**config.mk**
```make
export PLATFORM = sky130hd
export DESIGN_NAME = ipsq_top
export DESIGN_NICKNAME = d
export VERILOG_FILES = /design/src/rtl/ipsq_sync.v /design/src/rtl/ipsq_delay.v /design/src/rtl/ipsq_top.v
export VERILOG_INCLUDE_DIRS = /design/src /design/src/rtl
export SDC_FILE = /design/constraint.sdc
export NUM_CORES = 2
export LEC_CHECK = 0
export ABC_CLOCK_PERIOD_IN_PS = 4800
export BUFFER_PORTS_ARGS = -buffer_cell sky130_fd_sc_hd__buf_2
export CORE_UTILIZATION = 50
export DETAILED_ROUTE_END_ITERATION = 6
export GPL_ROUTABILITY_DRIVEN = 0
export PLACE_DENSITY_LB_ADDON = 0.15
export SYNTH_ARGS = -nofsm -noshare
export SYNTH_HDL_FRONTEND = slang
export SYNTH_SLANG_ARGS = --single-unit
```
**constraint.sdc**
```tcl
create_clock -name core_clk_i -period 4.8 [get_ports core_clk_i]
set_input_delay 0.24 -clock core_clk_i [delete_from_list [all_inputs] [get_ports core_clk_i]]
set_output_delay 0.24 -clock core_clk_i [all_outputs]
set_load 0.01 [all_outputs]
```
**src/rtl/ipsq_regs.vh**
```
// Constants of the interpolator serial sequencer device block.
// Assumes inclusion by bare name from the design files only.
// Functional notes
// - Every serial word is sixteen bits, most significant bit first.
// - Mode 0: clock idles low, sample on rise, change on fall.
// - Host polls PROM busy flag to zero; device holds it during PROM activity.
// - Device reports PROM present flag; host picks configuration path from it.
// - Two successive measured-value reads enable the trigger holding register.
// - Device sets index reference flag once index mark is passed.
// - Measured-value bit 0 flags error, mirrored on active-low fault output.
// - Measured-value bit 1 flags that a trigger event occurred.
// - Device reports error cause in condition register; host reads it.
// - Device-timed pending measurement gives falling edge on output A.
// - Host reads condition then measured value; condition shows trigger cause.
// - In device-timed mode, output A stays low while the stored value remains unread.
// - Presented value lags input sampling by exactly 125 system clocks.
`ifndef IPSQ_REGS_VH
`define IPSQ_REGS_VH

`define IPSQ_WORD_BITS 16
// Serial opcodes in word bits 15:12
`define IPSQ_OP_WRA 4'h8
`define IPSQ_OP_WRA_BC 4'h9
`define IPSQ_OP_WRD 4'hA
`define IPSQ_OP_WRD_BC 4'hB
`define IPSQ_OP_RDA 4'hC
// Serial register addresses
`define IPSQ_SA_IDREV 8'h00
`define IPSQ_SA_PROMSTAT 8'h01
`define IPSQ_SA_SETUP1 8'h02
`define IPSQ_SA_SETUP2 8'h03
`define IPSQ_SA_GAINST 8'h04
`define IPSQ_SA_OFFSST 8'h05
`define IPSQ_SA_MEASURED_VALUE_REGISTER 8'h06
`define IPSQ_SA_STAT 8'h07
`define IPSQ_SA_CMD 8'h08
`define IPSQ_SA_CNT 8'h09
// Command codes
`define IPSQ_CMD_SETHWADDR 8'h20
`define IPSQ_CMD_CLRCNT 8'h01
// Reset values
`define IPSQ_SETUP1_RST 8'h00
`define IPSQ_SETUP2_RST 8'h00
`define IPSQ_GAINST_RST 8'h00
`define IPSQ_OFFSST_RST 8'h00
// Measured-value bits
`define IPSQ_MV_ERR 0
`define IPSQ_MV_TRG 1
// Condition register bits
`define IPSQ_ST_ERR 0
`define IPSQ_ST_CAUSE_LSB 1
`define IPSQ_ST_TRG 4
`define IPSQ_ST_IDX 5
`define IPSQ_ST_HOLDEN 6
// Prom condition bits
`define IPSQ_PS_BUSY 0
`define IPSQ_PS_PRESENT 1
// Operating modes in setup word one bits 1:0
`define IPSQ_MODE_CPU 2'b00
`define IPSQ_MODE_TIMER 2'b01
// Avalon byte offsets
`define IPSQ_AV_CTRL 4'h0
`define IPSQ_AV_SAMPLE 4'h4
`define IPSQ_AV_ERR 4'h8
`define IPSQ_AV_STATUS 4'hC
// Timing
`define IPSQ_LAG_CYCLES 125
`define IPSQ_CLK_MHZ 125
`define IPSQ_TICK_NS 1000
`define IPSQ_TICK_CYCLES ((`IPSQ_TICK_NS * `IPSQ_CLK_MHZ) / 1000)
`define IPSQ_READY_CYCLES 32

`endif

```
**src/rtl/ipsq_sync.v**
```verilog
// Two-stage synchroniser for a group of asynchronous level inputs.
// Assumes one destination clock; each bit crosses independently.
`timescale 1ns/10ps
`default_nettype none
module ipsq_sync #(
   parameter W = 1,
   parameter [W-1:0] RST_VAL = {W{1'b0}}
) (
   input wire core_clk_i,
   input wire rst_n_i,
   input wire [W-1:0] async_i,
   output reg [W-1:0] sync_o
);
   reg [W-1:0] meta_q;

   always @(posedge core_clk_i or negedge rst_n_i) begin
      if (!rst_n_i) begin
         meta_q <= RST_VAL;
         sync_o <= RST_VAL;
      end else begin
         meta_q <= async_i;
         sync_o <= meta_q;
      end
   end
endmodule
`default_nettype wire

```
**src/rtl/ipsq_delay.v**
```verilog
// Fixed-lag delay line held in a small ring memory with registered read.
// Assumes DELAY is at least 2 and below DEPTH.
`timescale 1ns/10ps
`default_nettype none
module ipsq_delay #(
   parameter W = 14,
   parameter AW = 7,
   parameter DELAY = 125
) (
   input wire core_clk_i,
   input wire rst_n_i,
   input wire [W-1:0] din_i,
   output reg [W-1:0] dout_o
);
   localparam [AW-1:0] RD_BACK = DELAY[AW-1:0] - 1'b1;
   reg [W-1:0] mem [0:(1<<AW)-1];
   reg [AW-1:0] wr_ptr_q;
   wire [AW-1:0] rd_ptr;

   // Read lands one cycle later, giving the full lag
   assign rd_ptr = wr_ptr_q - RD_BACK;

   always @(posedge core_clk_i) begin
      mem[wr_ptr_q] <= din_i;
   end

   always @(posedge core_clk_i or negedge rst_n_i) begin
      if (!rst_n_i) begin
         wr_ptr_q <= {AW{1'b0}};
         dout_o <= {W{1'b0}};
      end else begin
         wr_ptr_q <= wr_ptr_q + 1'b1;
         dout_o <= mem[rd_ptr];
      end
   end
endmodule
`default_nettype wire

```
**src/rtl/ipsq_top.v**
```verilog
// Interpolator serial device core: mode-0 word slave, measurement logic,
// Avalon-MM slave for sample input and control bits.
// Assumes all pin inputs are asynchronous to core_clk_i.
`timescale 1ns/10ps
`default_nettype none
`include "ipsq_regs.vh"
module ipsq_top #(
   parameter [15:0] PART_REVISION_REGISTER = 16'h0A5C, // Arbitrary identity value
   parameter PW = 14,
   parameter LAG = `IPSQ_LAG_CYCLES,
   parameter READY_CYCLES = `IPSQ_READY_CYCLES,
   parameter TICK_CYCLES = `IPSQ_TICK_CYCLES
) (
   input wire core_clk_i,
   input wire rst_n_i,
   // Avalon-MM slave
   input wire [3:0] avs_address_i,
   input wire avs_read_i,
   input wire avs_write_i,
   input wire [31:0] avs_writedata_i,
   input wire [3:0] avs_byteenable_i,
   output reg [31:0] avs_readdata_o,
   output wire avs_waitrequest_o,
   // Device pins
   input wire chip_reset_low_i,
   input wire serial_select_low_i,
   input wire sclk_i,
   input wire mosi_i,
   output reg miso_o,
   output reg miso_oe_n_o,
   input wire index_mark_i,
   input wire trigger_i,
   input wire [3:0] hw_addr_strap_i,
   output reg fault_low_o,
   output reg interrupt_request_low_o
);
   localparam PAD = 16 - PW;
   localparam [15:0] READY_N = READY_CYCLES[15:0];
   localparam [15:0] TICK_N = TICK_CYCLES[15:0];

   // Pin synchronisers reset to idle levels, so no false edge follows reset
   wire [5:0] pins_s;
   ipsq_sync #(.W(6), .RST_VAL(6'b100000)) u_sync (
      .core_clk_i(core_clk_i),
      .rst_n_i(rst_n_i),
      .async_i({serial_select_low_i, chip_reset_low_i,
                sclk_i, mosi_i, index_mark_i, trigger_i}),
      .sync_o(pins_s)
   );
   wire [3:0] strap_s;
   ipsq_sync #(.W(4), .RST_VAL(4'h0)) u_sync_strap (
      .core_clk_i(core_clk_i),
      .rst_n_i(rst_n_i),
      .async_i(hw_addr_strap_i),
      .sync_o(strap_s)
   );
   wire sel_n_s = pins_s[5];
   wire chip_rst_n_s = pins_s[4];
   wire sclk_s = pins_s[3];
   wire mosi_s = pins_s[2];
   wire idx_s = pins_s[1];
   wire trg_s = pins_s[0];

   reg sclk_q, sel_n_q, idx_q, trg_q;
   wire sclk_rise = sclk_s & ~sclk_q;
   wire sclk_fall = ~sclk_s & sclk_q;
   wire sel_start = ~sel_n_s & sel_n_q;
   wire idx_rise = idx_s & ~idx_q;
   wire trg_rise = trg_s & ~trg_q;

   // Avalon-side registers
   reg prom_present_q, prom_busy_q;
   reg [PW-1:0] sample_q;
   reg err_set_q;
   reg [2:0] err_code_q;
   reg av_ack_q;

   // Device state
   reg [15:0] ready_cnt_q;
   reg ready_q;
   reg [15:0] rx_q, tx_q;
   reg [4:0] bit_cnt_q;
   reg [7:0] addr_q;
   reg rd_pend_q;
   reg [3:0] hw_addr_q;
   reg [7:0] setup1_q, setup2_q, gainst_q, offsst_q;
   reg [PW-1:0] zero_q, held_q;
   reg pending_q, trg_flag_q, idx_ref_q, hold_en_q, err_q;
   reg [2:0] cause_q;
   reg mv_last_q;
   reg [15:0] tick_cnt_q;
   reg [7:0] period_cnt_q;

   wire [PW-1:0] lagged;
   ipsq_delay #(.W(PW), .AW(7), .DELAY(LAG)) u_lag (
      .core_clk_i(core_clk_i),
      .rst_n_i(rst_n_i),
      .din_i(sample_q),
      .dout_o(lagged)
   );
   wire [PW-1:0] pos_now = lagged - zero_q;

   // Word decode at sixteenth rising clock
   wire word_done = sclk_rise & ~sel_n_s & (bit_cnt_q == 5'd15);
   wire [15:0] word = {rx_q[14:0], mosi_s};
   wire [3:0] op = word[15:12];
   wire bcast = (op == `IPSQ_OP_WRA_BC) || (op == `IPSQ_OP_WRD_BC);
   wire hit = bcast || (word[11:8] == hw_addr_q);
   wire do_wra = word_done & hit &
                 ((op == `IPSQ_OP_WRA) || (op == `IPSQ_OP_WRA_BC));
   wire do_wrd = word_done & hit &
                 ((op == `IPSQ_OP_WRD) || (op == `IPSQ_OP_WRD_BC));
   wire do_rda = word_done & hit & (op == `IPSQ_OP_RDA);
   wire cmd_wr = do_wrd & (addr_q == `IPSQ_SA_CMD);
   wire clr_cmd = cmd_wr & (word[7:0] == `IPSQ_CMD_CLRCNT);
   wire load_rd = sel_start & rd_pend_q;
   wire mv_rd = load_rd & (addr_q == `IPSQ_SA_MEASURED_VALUE_REGISTER);

   // Measurement events
   wire tick = (tick_cnt_q == TICK_N - 16'd1);
   wire timer_fire = tick & (period_cnt_q == setup2_q);
   wire timed = (setup1_q[1:0] == `IPSQ_MODE_TIMER);
   wire meas_evt = hold_en_q & (timed ? timer_fire : trg_rise);

   // Serial read mux
   reg [15:0] rd_word;
   always @* begin
      rd_word = 16'h0000;
      if (addr_q == `IPSQ_SA_IDREV) begin
         rd_word = PART_REVISION_REGISTER;
      end else if (addr_q == `IPSQ_SA_PROMSTAT) begin
         rd_word[`IPSQ_PS_BUSY] = prom_busy_q;
         rd_word[`IPSQ_PS_PRESENT] = prom_present_q;
      end else if (addr_q == `IPSQ_SA_SETUP1) begin
         rd_word = {8'h00, setup1_q};
      end else if (addr_q == `IPSQ_SA_SETUP2) begin
         rd_word = {8'h00, setup2_q};
      end else if (addr_q == `IPSQ_SA_GAINST) begin
         rd_word = {8'h00, gainst_q};
      end else if (addr_q == `IPSQ_SA_OFFSST) begin
         rd_word = {8'h00, offsst_q};
      end else if (addr_q == `IPSQ_SA_MEASURED_VALUE_REGISTER) begin
         rd_word = {pending_q ? held_q : pos_now, {PAD{1'b0}}};
         rd_word[`IPSQ_MV_ERR] = err_q;
         rd_word[`IPSQ_MV_TRG] = trg_flag_q;
      end else if (addr_q == `IPSQ_SA_STAT) begin
         rd_word[`IPSQ_ST_ERR] = err_q;
         rd_word[`IPSQ_ST_CAUSE_LSB+2:`IPSQ_ST_CAUSE_LSB] = cause_q;
         rd_word[`IPSQ_ST_TRG] = trg_flag_q;
         rd_word[`IPSQ_ST_IDX] = idx_ref_q;
         rd_word[`IPSQ_ST_HOLDEN] = hold_en_q;
      end else if (addr_q == `IPSQ_SA_CNT) begin
         rd_word = {{PAD{1'b0}}, pos_now};
      end
   end

   // Edge history
   always @(posedge core_clk_i or negedge rst_n_i) begin
      if (!rst_n_i) begin
         sclk_q <= 1'b0;
         sel_n_q <= 1'b1;
         idx_q <= 1'b0;
         trg_q <= 1'b0;
      end else begin
         sclk_q <= sclk_s;
         sel_n_q <= sel_n_s;
         idx_q <= idx_s;
         trg_q <= trg_s;
      end
   end

   // Device logic, frozen by the chip reset pin, which resets flags, ready and bit counts, setup1_q and setup2_q
   always @(posedge core_clk_i or negedge rst_n_i) begin
      if (!rst_n_i) begin
         ready_cnt_q <= 16'h0000;
         ready_q <= 1'b0;
         rx_q <= 16'h0000;
         tx_q <= 16'h0000;
         bit_cnt_q <= 5'd0;
         addr_q <= 8'h00;
         rd_pend_q <= 1'b0;
         hw_addr_q <= 4'h0;
         setup1_q <= `IPSQ_SETUP1_RST;
         setup2_q <= `IPSQ_SETUP2_RST;
         gainst_q <= `IPSQ_GAINST_RST;
         offsst_q <= `IPSQ_OFFSST_RST;
         zero_q <= {PW{1'b0}};
         held_q <= {PW{1'b0}};
         pending_q <= 1'b0;
         trg_flag_q <= 1'b0;
         idx_ref_q <= 1'b0;
         hold_en_q <= 1'b0;
         err_q <= 1'b0;
         cause_q <= 3'd0;
         mv_last_q <= 1'b0;
         tick_cnt_q <= 16'h0000;
         period_cnt_q <= 8'h00;
      end else if (!chip_rst_n_s) begin
         ready_cnt_q <= 16'h0000;
         ready_q <= 1'b0;
         bit_cnt_q <= 5'd0;
         rd_pend_q <= 1'b0;
         setup1_q <= `IPSQ_SETUP1_RST;
         setup2_q <= `IPSQ_SETUP2_RST;
         pending_q <= 1'b0;
         trg_flag_q <= 1'b0;
         idx_ref_q <= 1'b0;
         hold_en_q <= 1'b0;
         err_q <= 1'b0;
         mv_last_q <= 1'b0;
      end else begin
         // Not ready until startup count expires
         if (!ready_q) begin
            ready_cnt_q <= ready_cnt_q + 16'd1;
            ready_q <= (ready_cnt_q == READY_N - 16'd1);
         end
         // Mode-0 word shifter
         if (sel_n_s) begin
            bit_cnt_q <= 5'd0;
         end else if (sclk_rise) begin
            rx_q <= word;
            bit_cnt_q <= (bit_cnt_q == 5'd15) ? 5'd0 : bit_cnt_q + 5'd1;
         end
         if (sel_start) begin
            tx_q <= rd_pend_q ? rd_word : 16'h0000;
            rd_pend_q <= 1'b0;
         end else if (sclk_fall & ~sel_n_s) begin
            tx_q <= {tx_q[14:0], 1'b0};
         end
         if (do_wra || do_rda) begin
            addr_q <= word[7:0];
         end
         if (do_rda) begin
            rd_pend_q <= 1'b1;
         end
         if (do_wrd) begin
            if (addr_q == `IPSQ_SA_SETUP1) begin
               setup1_q <= word[7:0];
            end else if (addr_q == `IPSQ_SA_SETUP2) begin
               setup2_q <= word[7:0];
            end else if (addr_q == `IPSQ_SA_GAINST) begin
               gainst_q <= word[7:0];
            end else if (addr_q == `IPSQ_SA_OFFSST) begin
               offsst_q <= word[7:0];
            end
         end
         if (cmd_wr && word[7:0] == `IPSQ_CMD_SETHWADDR) begin
            hw_addr_q <= strap_s;
         end
         // Two back-to-back measured-value reads arm holding
         if (load_rd) begin
            mv_last_q <= mv_rd;
            if (mv_rd && mv_last_q) begin
               hold_en_q <= 1'b1;
            end
         end
         // Clear zeroes count and drops index reference
         if (clr_cmd) begin
            zero_q <= lagged;
         end
         if (idx_rise) begin
            idx_ref_q <= 1'b1;
         end else if (clr_cmd) begin
            idx_ref_q <= 1'b0;
         end
         // Error latch, new errors beat the clear
         if (err_set_q) begin
            err_q <= 1'b1;
            cause_q <= err_code_q;
         end else if (clr_cmd) begin
            err_q <= 1'b0;
         end
         // Trigger tick divider and period counter
         if (!timed || tick) begin
            tick_cnt_q <= 16'h0000;
         end else begin
            tick_cnt_q <= tick_cnt_q + 16'd1;
         end
         if (!timed || timer_fire) begin
            period_cnt_q <= 8'h00;
         end else if (tick) begin
            period_cnt_q <= period_cnt_q + 8'd1;
         end
         // Event storage; an event wins over the read that clears it
         if (meas_evt) begin
            held_q <= pos_now;
            pending_q <= 1'b1;
            trg_flag_q <= 1'b1;
         end else if (mv_rd) begin
            pending_q <= 1'b0;
            trg_flag_q <= 1'b0;
         end
      end
   end

   // Pin outputs
   always @(posedge core_clk_i or negedge rst_n_i) begin
      if (!rst_n_i) begin
         miso_o <= 1'b0;
         miso_oe_n_o <= 1'b0;
         fault_low_o <= 1'b1;
         interrupt_request_low_o <= 1'b1;
      end else begin
         if (!ready_q || !chip_rst_n_s) begin
            miso_o <= 1'b0;
            miso_oe_n_o <= 1'b0;
         end else if (!sel_n_s) begin
            miso_o <= sel_start ? (rd_pend_q & rd_word[15]) : tx_q[15];
            miso_oe_n_o <= 1'b0;
         end else begin
            miso_o <= 1'b0;
            miso_oe_n_o <= 1'b1;
         end
         fault_low_o <= ~err_q;
         // Output A only interrupts in device-timed mode
         interrupt_request_low_o <= ~(timed & pending_q);
      end
   end

   // Avalon-MM slave, one wait cycle per access
   assign avs_waitrequest_o = (avs_read_i | avs_write_i) & ~av_ack_q;
   wire av_wr = avs_write_i & ~av_ack_q;
   wire av_rd = avs_read_i & ~av_ack_q;

   always @(posedge core_clk_i or negedge rst_n_i) begin
      if (!rst_n_i) begin
         av_ack_q <= 1'b0;
         avs_readdata_o <= 32'h0000_0000;
         prom_present_q <= 1'b0;
         prom_busy_q <= 1'b0;
         sample_q <= {PW{1'b0}};
         err_set_q <= 1'b0;
         err_code_q <= 3'd0;
      end else begin
         av_ack_q <= (avs_read_i | avs_write_i) & ~av_ack_q;
         err_set_q <= 1'b0;
         if (av_wr && avs_byteenable_i[0]) begin
            if (avs_address_i == `IPSQ_AV_CTRL) begin
               prom_present_q <= avs_writedata_i[`IPSQ_PS_PRESENT];
               prom_busy_q <= avs_writedata_i[`IPSQ_PS_BUSY];
            end else if (avs_address_i == `IPSQ_AV_ERR) begin
               err_code_q <= avs_writedata_i[2:0];
               err_set_q <= (avs_writedata_i[2:0] != 3'd0);
            end
         end
         if (av_wr && avs_address_i == `IPSQ_AV_SAMPLE &&
             avs_byteenable_i[1:0] == 2'b11) begin
            sample_q <= avs_writedata_i[PW-1:0];
         end
         if (av_rd) begin
            if (avs_address_i == `IPSQ_AV_CTRL) begin
               avs_readdata_o <= {30'd0, prom_present_q, prom_busy_q};
            end else if (avs_address_i == `IPSQ_AV_SAMPLE) begin
               avs_readdata_o <= {{(32-PW){1'b0}}, sample_q};
            end else if (avs_address_i == `IPSQ_AV_STATUS) begin
               avs_readdata_o <= {12'd0, hw_addr_q, {(16-PW){1'b0}},
                                  pos_now} & 32'h000F_FFFF;
               avs_readdata_o[31:24] <= {ready_q, hold_en_q, idx_ref_q,
                                         pending_q, err_q, cause_q};
            end else begin
               avs_readdata_o <= 32'h0000_0000;
            end
         end
      end
   end
endmodule
`default_nettype wire

```
; Word level (Yosys, flattened, before mapping)
; Memories as Yosys holds them, arrays and structs flattened. A register that Yosys moved wholly into a read port is not among the register bits.
; Index checks and enable logic that the tools add are counted.
[word_totals]
ff_bits = 246
latchBits = 0
ramBits = 1792
romBits = 0
inputBits = 54
out_inout_bits = 37
n_memories = 1
[op_classes]
addsub = 7
multipliers = 0
div_mod_pow = 0
n_lt_le_gt_ge = 0
n_eq_ne = 38
shifts = 0
muxes = 61
bitwise_logic = 36
n_reduce_logical = 37
[mem_list]
columns = name, words, width, read_ports, rd_ports_with_merged_regs, wr, line_no
row1 = u_lag.mem, 128, 14, 1, 1, 1, ipsq_delay.v:16  ; reg [W-1:0] mem [0:(1<<AW)-1];
[op_table]
columns = op, count
row1 = $mux 16, 12
row2 = $mux 32, 3
row3 = $mux 8, 9
row4 = $mux 14, 3
row5 = $add 16x1->16 const B, 2
row6 = $eq 8x3->1 const B, 4
row7 = $eq 4x4->1 const B, 7
row8 = $mux 1, 27
row9 = $and 1x1->1, 23
row10 = $mux 5, 4
row11 = $reduce_and 2->1, 10
row12 = $eq 16x5->1 const B, 1
row13 = $eq 16x7->1 const B, 1
row14 = $eq 8x1->1 const B, 2
row15 = $eq 8x2->1 const B, 2
row16 = $eq 8x4->1 const B, 2
row17 = $mux 7, 2
row18 = $ne 2x2->1 const B, 7
row19 = $sub 14x14->14, 1
row20 = $ne 3x3->1 const B, 4
row21 = $not 1->1, 12
row22 = $reduce_and 3->1, 3
row23 = $add 8x1->8 const B, 1
row24 = $eq 8x6->1 const B, 1
row25 = other kinds (21), 36

; Longest topological paths before layout
[depth]
ltp_word = 14
ltp_mapped = 12
mapped_depth_nobuf = 11

; Hierarchy
; From an unflattened synthesis, not the netlist that was laid out.
[unflattened]
cells_unflattened = 5173
hier_area_um2 = 82666.8
[by_module_without_submodules]
columns = mod, n_inst, cells_per_inst, area_per_inst_um2
row1 = ipsq_delay, 1, 4065, 71020.6
row2 = ipsq_top, 1, 1088, 11143.2
row3 = ipsq_sync at u_sync, 1, 12, 302.8
row4 = ipsq_sync at u_sync_strap, 1, 8, 200.2

; Worst setup path before layout
; No wires, ideal clock.
[synth_timing]
kind = register -> register
startpoint = register u_lag.wr_ptr_q[1]
endpoint = memory u_lag.mem[127][0] (enable)
setup_ps = 384
arrival_ps = 2602
t_required_ps = 4416
setup_slack_ps = 1813
stages_incl_launch_ff = 11
period_less_slack_ps = 2987
cell_sequence = dfrtp_1 buf_6 buf_4 buf_4 buf_4 buf_4 buf_2 buf_4 nand2_1 clkbuf_1 nor2_1
[synth_lines]
columns = element, line_no
row1 = start: declaration, ipsq_delay.v:17  ; reg [AW-1:0] wr_ptr_q;
row2 = start signal: assignment, ipsq_delay.v:29  ; wr_ptr_q <= {AW{1'b0}};
row3 = start signal: assignment, ipsq_delay.v:32  ; wr_ptr_q <= wr_ptr_q + 1'b1;
row4 = end: declaration, ipsq_delay.v:16
; Straight into the memory's write port.

; Worst setup path after layout
[layout_timing]
startpoint = register u_lag.wr_ptr_q[2]
endpoint = register u_lag.dout_o[7], read port of u_lag.mem
[layout_via]
elab_chain_cells = 1
[layout_lines]
columns = element, line_no
row1 = $sub 7x7->7, ipsq_delay.v:21  ; assign rd_ptr = wr_ptr_q - RD_BACK;
row2 = end: declaration, ipsq_delay.v:13  ; output reg [W-1:0] dout_o
; No other way between the ends.
; A chain may end at the register's enable or synchronous reset.

==> results.json <==
{
  "wl_per_cell_um": 32.0,
  "post_cts_buffers": 0,
  "crit_path_end": "u_lag.dout_o[7]",
  "power_density_nw_per_um2": 391,
  "cp-start-kind": "register",
  "syn2layout_area_growth_pct": 13.9,
  "io_buffer_count": 64,
  "end_kind": "register",
  "total_leakage_power_nw": 31.4,
  "crit_start": "u_lag.wr_ptr_q[2]",
  "crit_type": "register to register",
  "worstMarginPinSlew_ns": 1.30,
  "rrSetupSlack_ns": 0.79,
  "drv_slew": 0,
  "die_w_um": 407,
  "cts_tree": "done",
  "drtIter0Drc": 6986,
  "die_area_sq_um": 166000,
  "hold-worst-slack_ns": 0.0556,
  "rows": 148,
  "grt_max_degree": 114,
  "htreeDepth": 4,
  "cts.path.max_buffers": 3,
  "gr-total-overflow": 0,
  "clockRootBuffer": "clkbuf_16",
  "worstRegToRegCells": 8,
  "drc": 0,
  "wirelength_um": 249000,
  "hold_path_class": "input pin to register",
  "fin_crit_sh_pct": 83.6,
  "grt_usage_pct": 30.1,
  "die_y_um": 407,
  "synthArstFlopShare_pct": 12.4,
  "ys_ff_latch": 2046,
  "relSlewSlack_pct": 13.3,
  "dpl_cell_area_sq_um": 86200,
  "cts.sinks": 2046,
  "status": "complete, no violations",
  "hpwlAfterDp_um": 149000,
  "layout-drive-gt1-share_pct": 18.6,
  "ys_types": 86,
  "vias": 49800,
  "finish.utilization_pct": 57.4,
  "yosysSeqAreaShare_pct": 73.4,
  "hold_viol": 0,
  "syn_area_per_cell_sq_um": 16.0,
  "antenna_found_initial": 7,
  "ant_nets": 0,
  "reg2reg_to": "u_lag.dout_o[7]",
  "grt_first_pass_wirelength_um": 354000,
  "skew_ns": 0.0469,
  "clk_latency_ns": 0.88,
  "start_util_pct": 50.4,
  "cpPeakStageDelay_ns": 0.89,
  "cap_violations": 0,
  "max_freq_ghz": 0.249,
  "setup_viol": 0,
  "worstPathArrival_ns": 4.72,
  "fin_tns_setup_ns": 0,
  "synthCells": 5135,
  "io-pin-count": 91,
  "grt_pass1_vias": 48200,
  "vias_per_cell": 6.39,
  "cp.required_ns": 5.50,
  "synth_area_sq_um": 82000,
  "antenna_cells": 0,
  "layout_min_cycle_time_ns": 4.01,
  "synth_edf_count": 1792,
  "rsz0062_at_grt": "no",
  "ir_drop_mv": 0.416,
  "first_pass_iters": 5,
  "core_sq_um": 163000,
  "cts_buffers": 206,
  "critical_path.max_fanout": 29,
  "timing.rr.start": "u_lag.wr_ptr_q[2]",
  "cp_cell_sequence": "buf_4 -> nor2b_4 -> buf_4 -> a22oi_1 -> a221oi_1 -> nor3_1 -> nor4_1 -> nor4_1",
  "finalNetCount": 5507,
  "clk_pin_slew_worst_paths_ns": 0.07,
  "synthFlopType": "edfxtp_1",
  "hold_buffers": 52,
  "ctsResizeCount": 0,
  "yosys_warnings": 0,
  "final_area_sq_um": 93400,
  "cp_slowest_cell": "nor4_1"
}
## cells in the mapped netlist (10+ instances only)
master / n / area [sq um]
a211oi_1: 31 / 233
a21o_1: 11 / 82.6
a21oi_1: 257 / 1290
a221o_1: 34 / 340
a221oi_1: 144 / 1260
a22o_1: 22 / 193
a22oi_1: 142 / 1070
a311oi_1: 10 / 87.6
a31oi_1: 30 / 188
and2_1: 21 / 131
and3_1: 26 / 163
buf_1: 22 / 82.6
buf_2: 107 / 536
buf_4: 59 / 443
clkbuf_1: 137 / 514
dfrtp_1: 249 / 6230
edfxtp_1: 1792 / 53800
ha_1: 20 / 250
inv_1: 37 / 139
mux2_2: 237 / 2670
mux2i_1: 277 / 2770
mux4_2: 78 / 1760
nand2_1: 263 / 987
nand2b_1: 16 / 100
nand3_1: 48 / 240
nand4_1: 27 / 169
nor2_1: 347 / 1300
nor2b_1: 46 / 288
nor3_1: 25 / 125
nor4_1: 15 / 93.8
o2111ai_1: 11 / 96.3
o211ai_1: 24 / 180
o21ai_0: 207 / 1040
o221ai_1: 69 / 604
o22ai_1: 42 / 263
o2bb2ai_1: 10 / 87.6
o31ai_1: 11 / 82.6
or3_1: 15 / 93.8
xnor2_1: 47 / 412
xor2_1: 24 / 210
## how the worst min path moves through the flow
| stage | from | endpoint | cells past startpoint |
|---|---|---|---|
| after floorplan | rst_n_i | addr_q[0] | 0 |
| after global placement | rst_n_i | zero_q[13] | 1 |
| after detailed placement | rst_n_i | zero_q[11] | 1 |
| after CTS | index_mark_i | u_sync.meta_q[1] | 2 |
| after global routing | index_mark_i | u_sync.meta_q[1] | 2 |
| final | index_mark_i | u_sync.meta_q[1] | 2 |
## critical path: cells and delay by family (launching register included)
| family | cells | cell delay, ns |
|---|---|---|
| buffers and inverters | 2 | 0.66 |
| AOI/OAI and AO/OA | 2 | 0.47 |
| DFF | 1 | 0.71 |
| and+or+nand+nor | 4 | 1.98 |
## layout make-up
| type | instances | area, sq um |
|---|---|---|
| tap | 2175 | 2720 |
| timing repair buffer | 416 | 3460 |
| sequential | 2046 | 60200 |
| clock buffer | 275 | 5520 |
| fill | 12500 | 69400 |
| clock inverter | 111 | 1160 |
| multi-input combinational | 2723 | 20200 |
| inverter | 39 | 154 |
## cells in the final DEF, fill, tap and decap left out, drive strengths merged, types with 26 or more instances in the layout
master | netlist | final
xnor2 | 47 | 47
buf | 195 | 365
nand2 | 263 | 263
clkinv | 0 | 86
nand4 | 27 | 27
mux4 | 78 | 78
nor3 | 28 | 28
clkbuf | 137 | 275
inv | 39 | 42
a22oi | 142 | 142
a221oi | 144 | 144
and3 | 26 | 26
o21ai | 207 | 207
o221ai | 69 | 69
a221o | 34 | 34
mux2i | 277 | 277
nand3 | 48 | 48
nor2b | 46 | 46
nor2 | 351 | 351
edfxtp | 1792 | 1792
dlygate4sd3 | 0 | 51
a21oi | 257 | 257
a211oi | 31 | 31
dfrtp | 249 | 249
o22ai | 42 | 42
a31oi | 30 | 30
mux2 | 237 | 237
## layer usage
layer	part of all wire, %	up-vias	GRT usage, %
met1	40	25800	42.1
li1	-	20900	-
met4	3.7	0	10.6
met3	9.7	435	6.14
met5	0	-	0
met2	46	2648	46.9
## cell families (layout without fill, tap and decap cells)
kind of cell,count (synthesis),in the layout,synth area share (%)
AO/OA/AOI/OAI,1139,1139,9.56
XOR/XNOR,71,71,0.758
adder cells (fa/ha/maj),21,21,0.330
buffers and inverters,371,841,2.20
flip-flops,2046,2046,73.4
multiplexers,592,592,8.78
other,1,6,0.00457
AND/OR/NAND/NOR,894,894,4.99
## per-stage QoR
| stage | instances | power [W] | worst slack (ns) |
|---|---|---|---|
| final | 7785 | 0.0365 | 0.785 |
| after global routing | 7785 | 0.0374 | 0.906 |
| after CTS | 7785 | 0.0367 | 1.12 |
| after floorplan | 5140 | 0.0205 | 1.81 |
| after global placement | 7347 | 0.0210 | 1.16 |
| after detailed placement | 7347 | 0.0210 | 1.15 |
## flip-flops by register name (all words and copies together) (netlist names), 6 cells and up
register        cells
u_lag.mem        1792
avs_readdata_o     26
ready_cnt_q        16
tick_cnt_q         16
tx_q               16
rx_q               15
held_q             14
sample_q           14
u_lag.dout_o       14
zero_q             14
addr_q              8
gainst_q            8
offsst_q            8
period_cnt_q        8
setup1_q            8
setup2_q            8
u_lag.wr_ptr_q      7
u_sync.meta_q       6
u_sync.sync_o       6
## where the power goes
group	leakage, nW	internal, W	switching (W)	total, W
Sequential	19.9	0.0197	0.000393	0.0201
Clock	3.22	0.00885	0.00701	0.0159
Combinational	8.26	0.000137	0.000420	0.000557
Total	31.4	0.0287	0.00782	0.0365
Note: power is estimated with default switching activity, not from simulation.
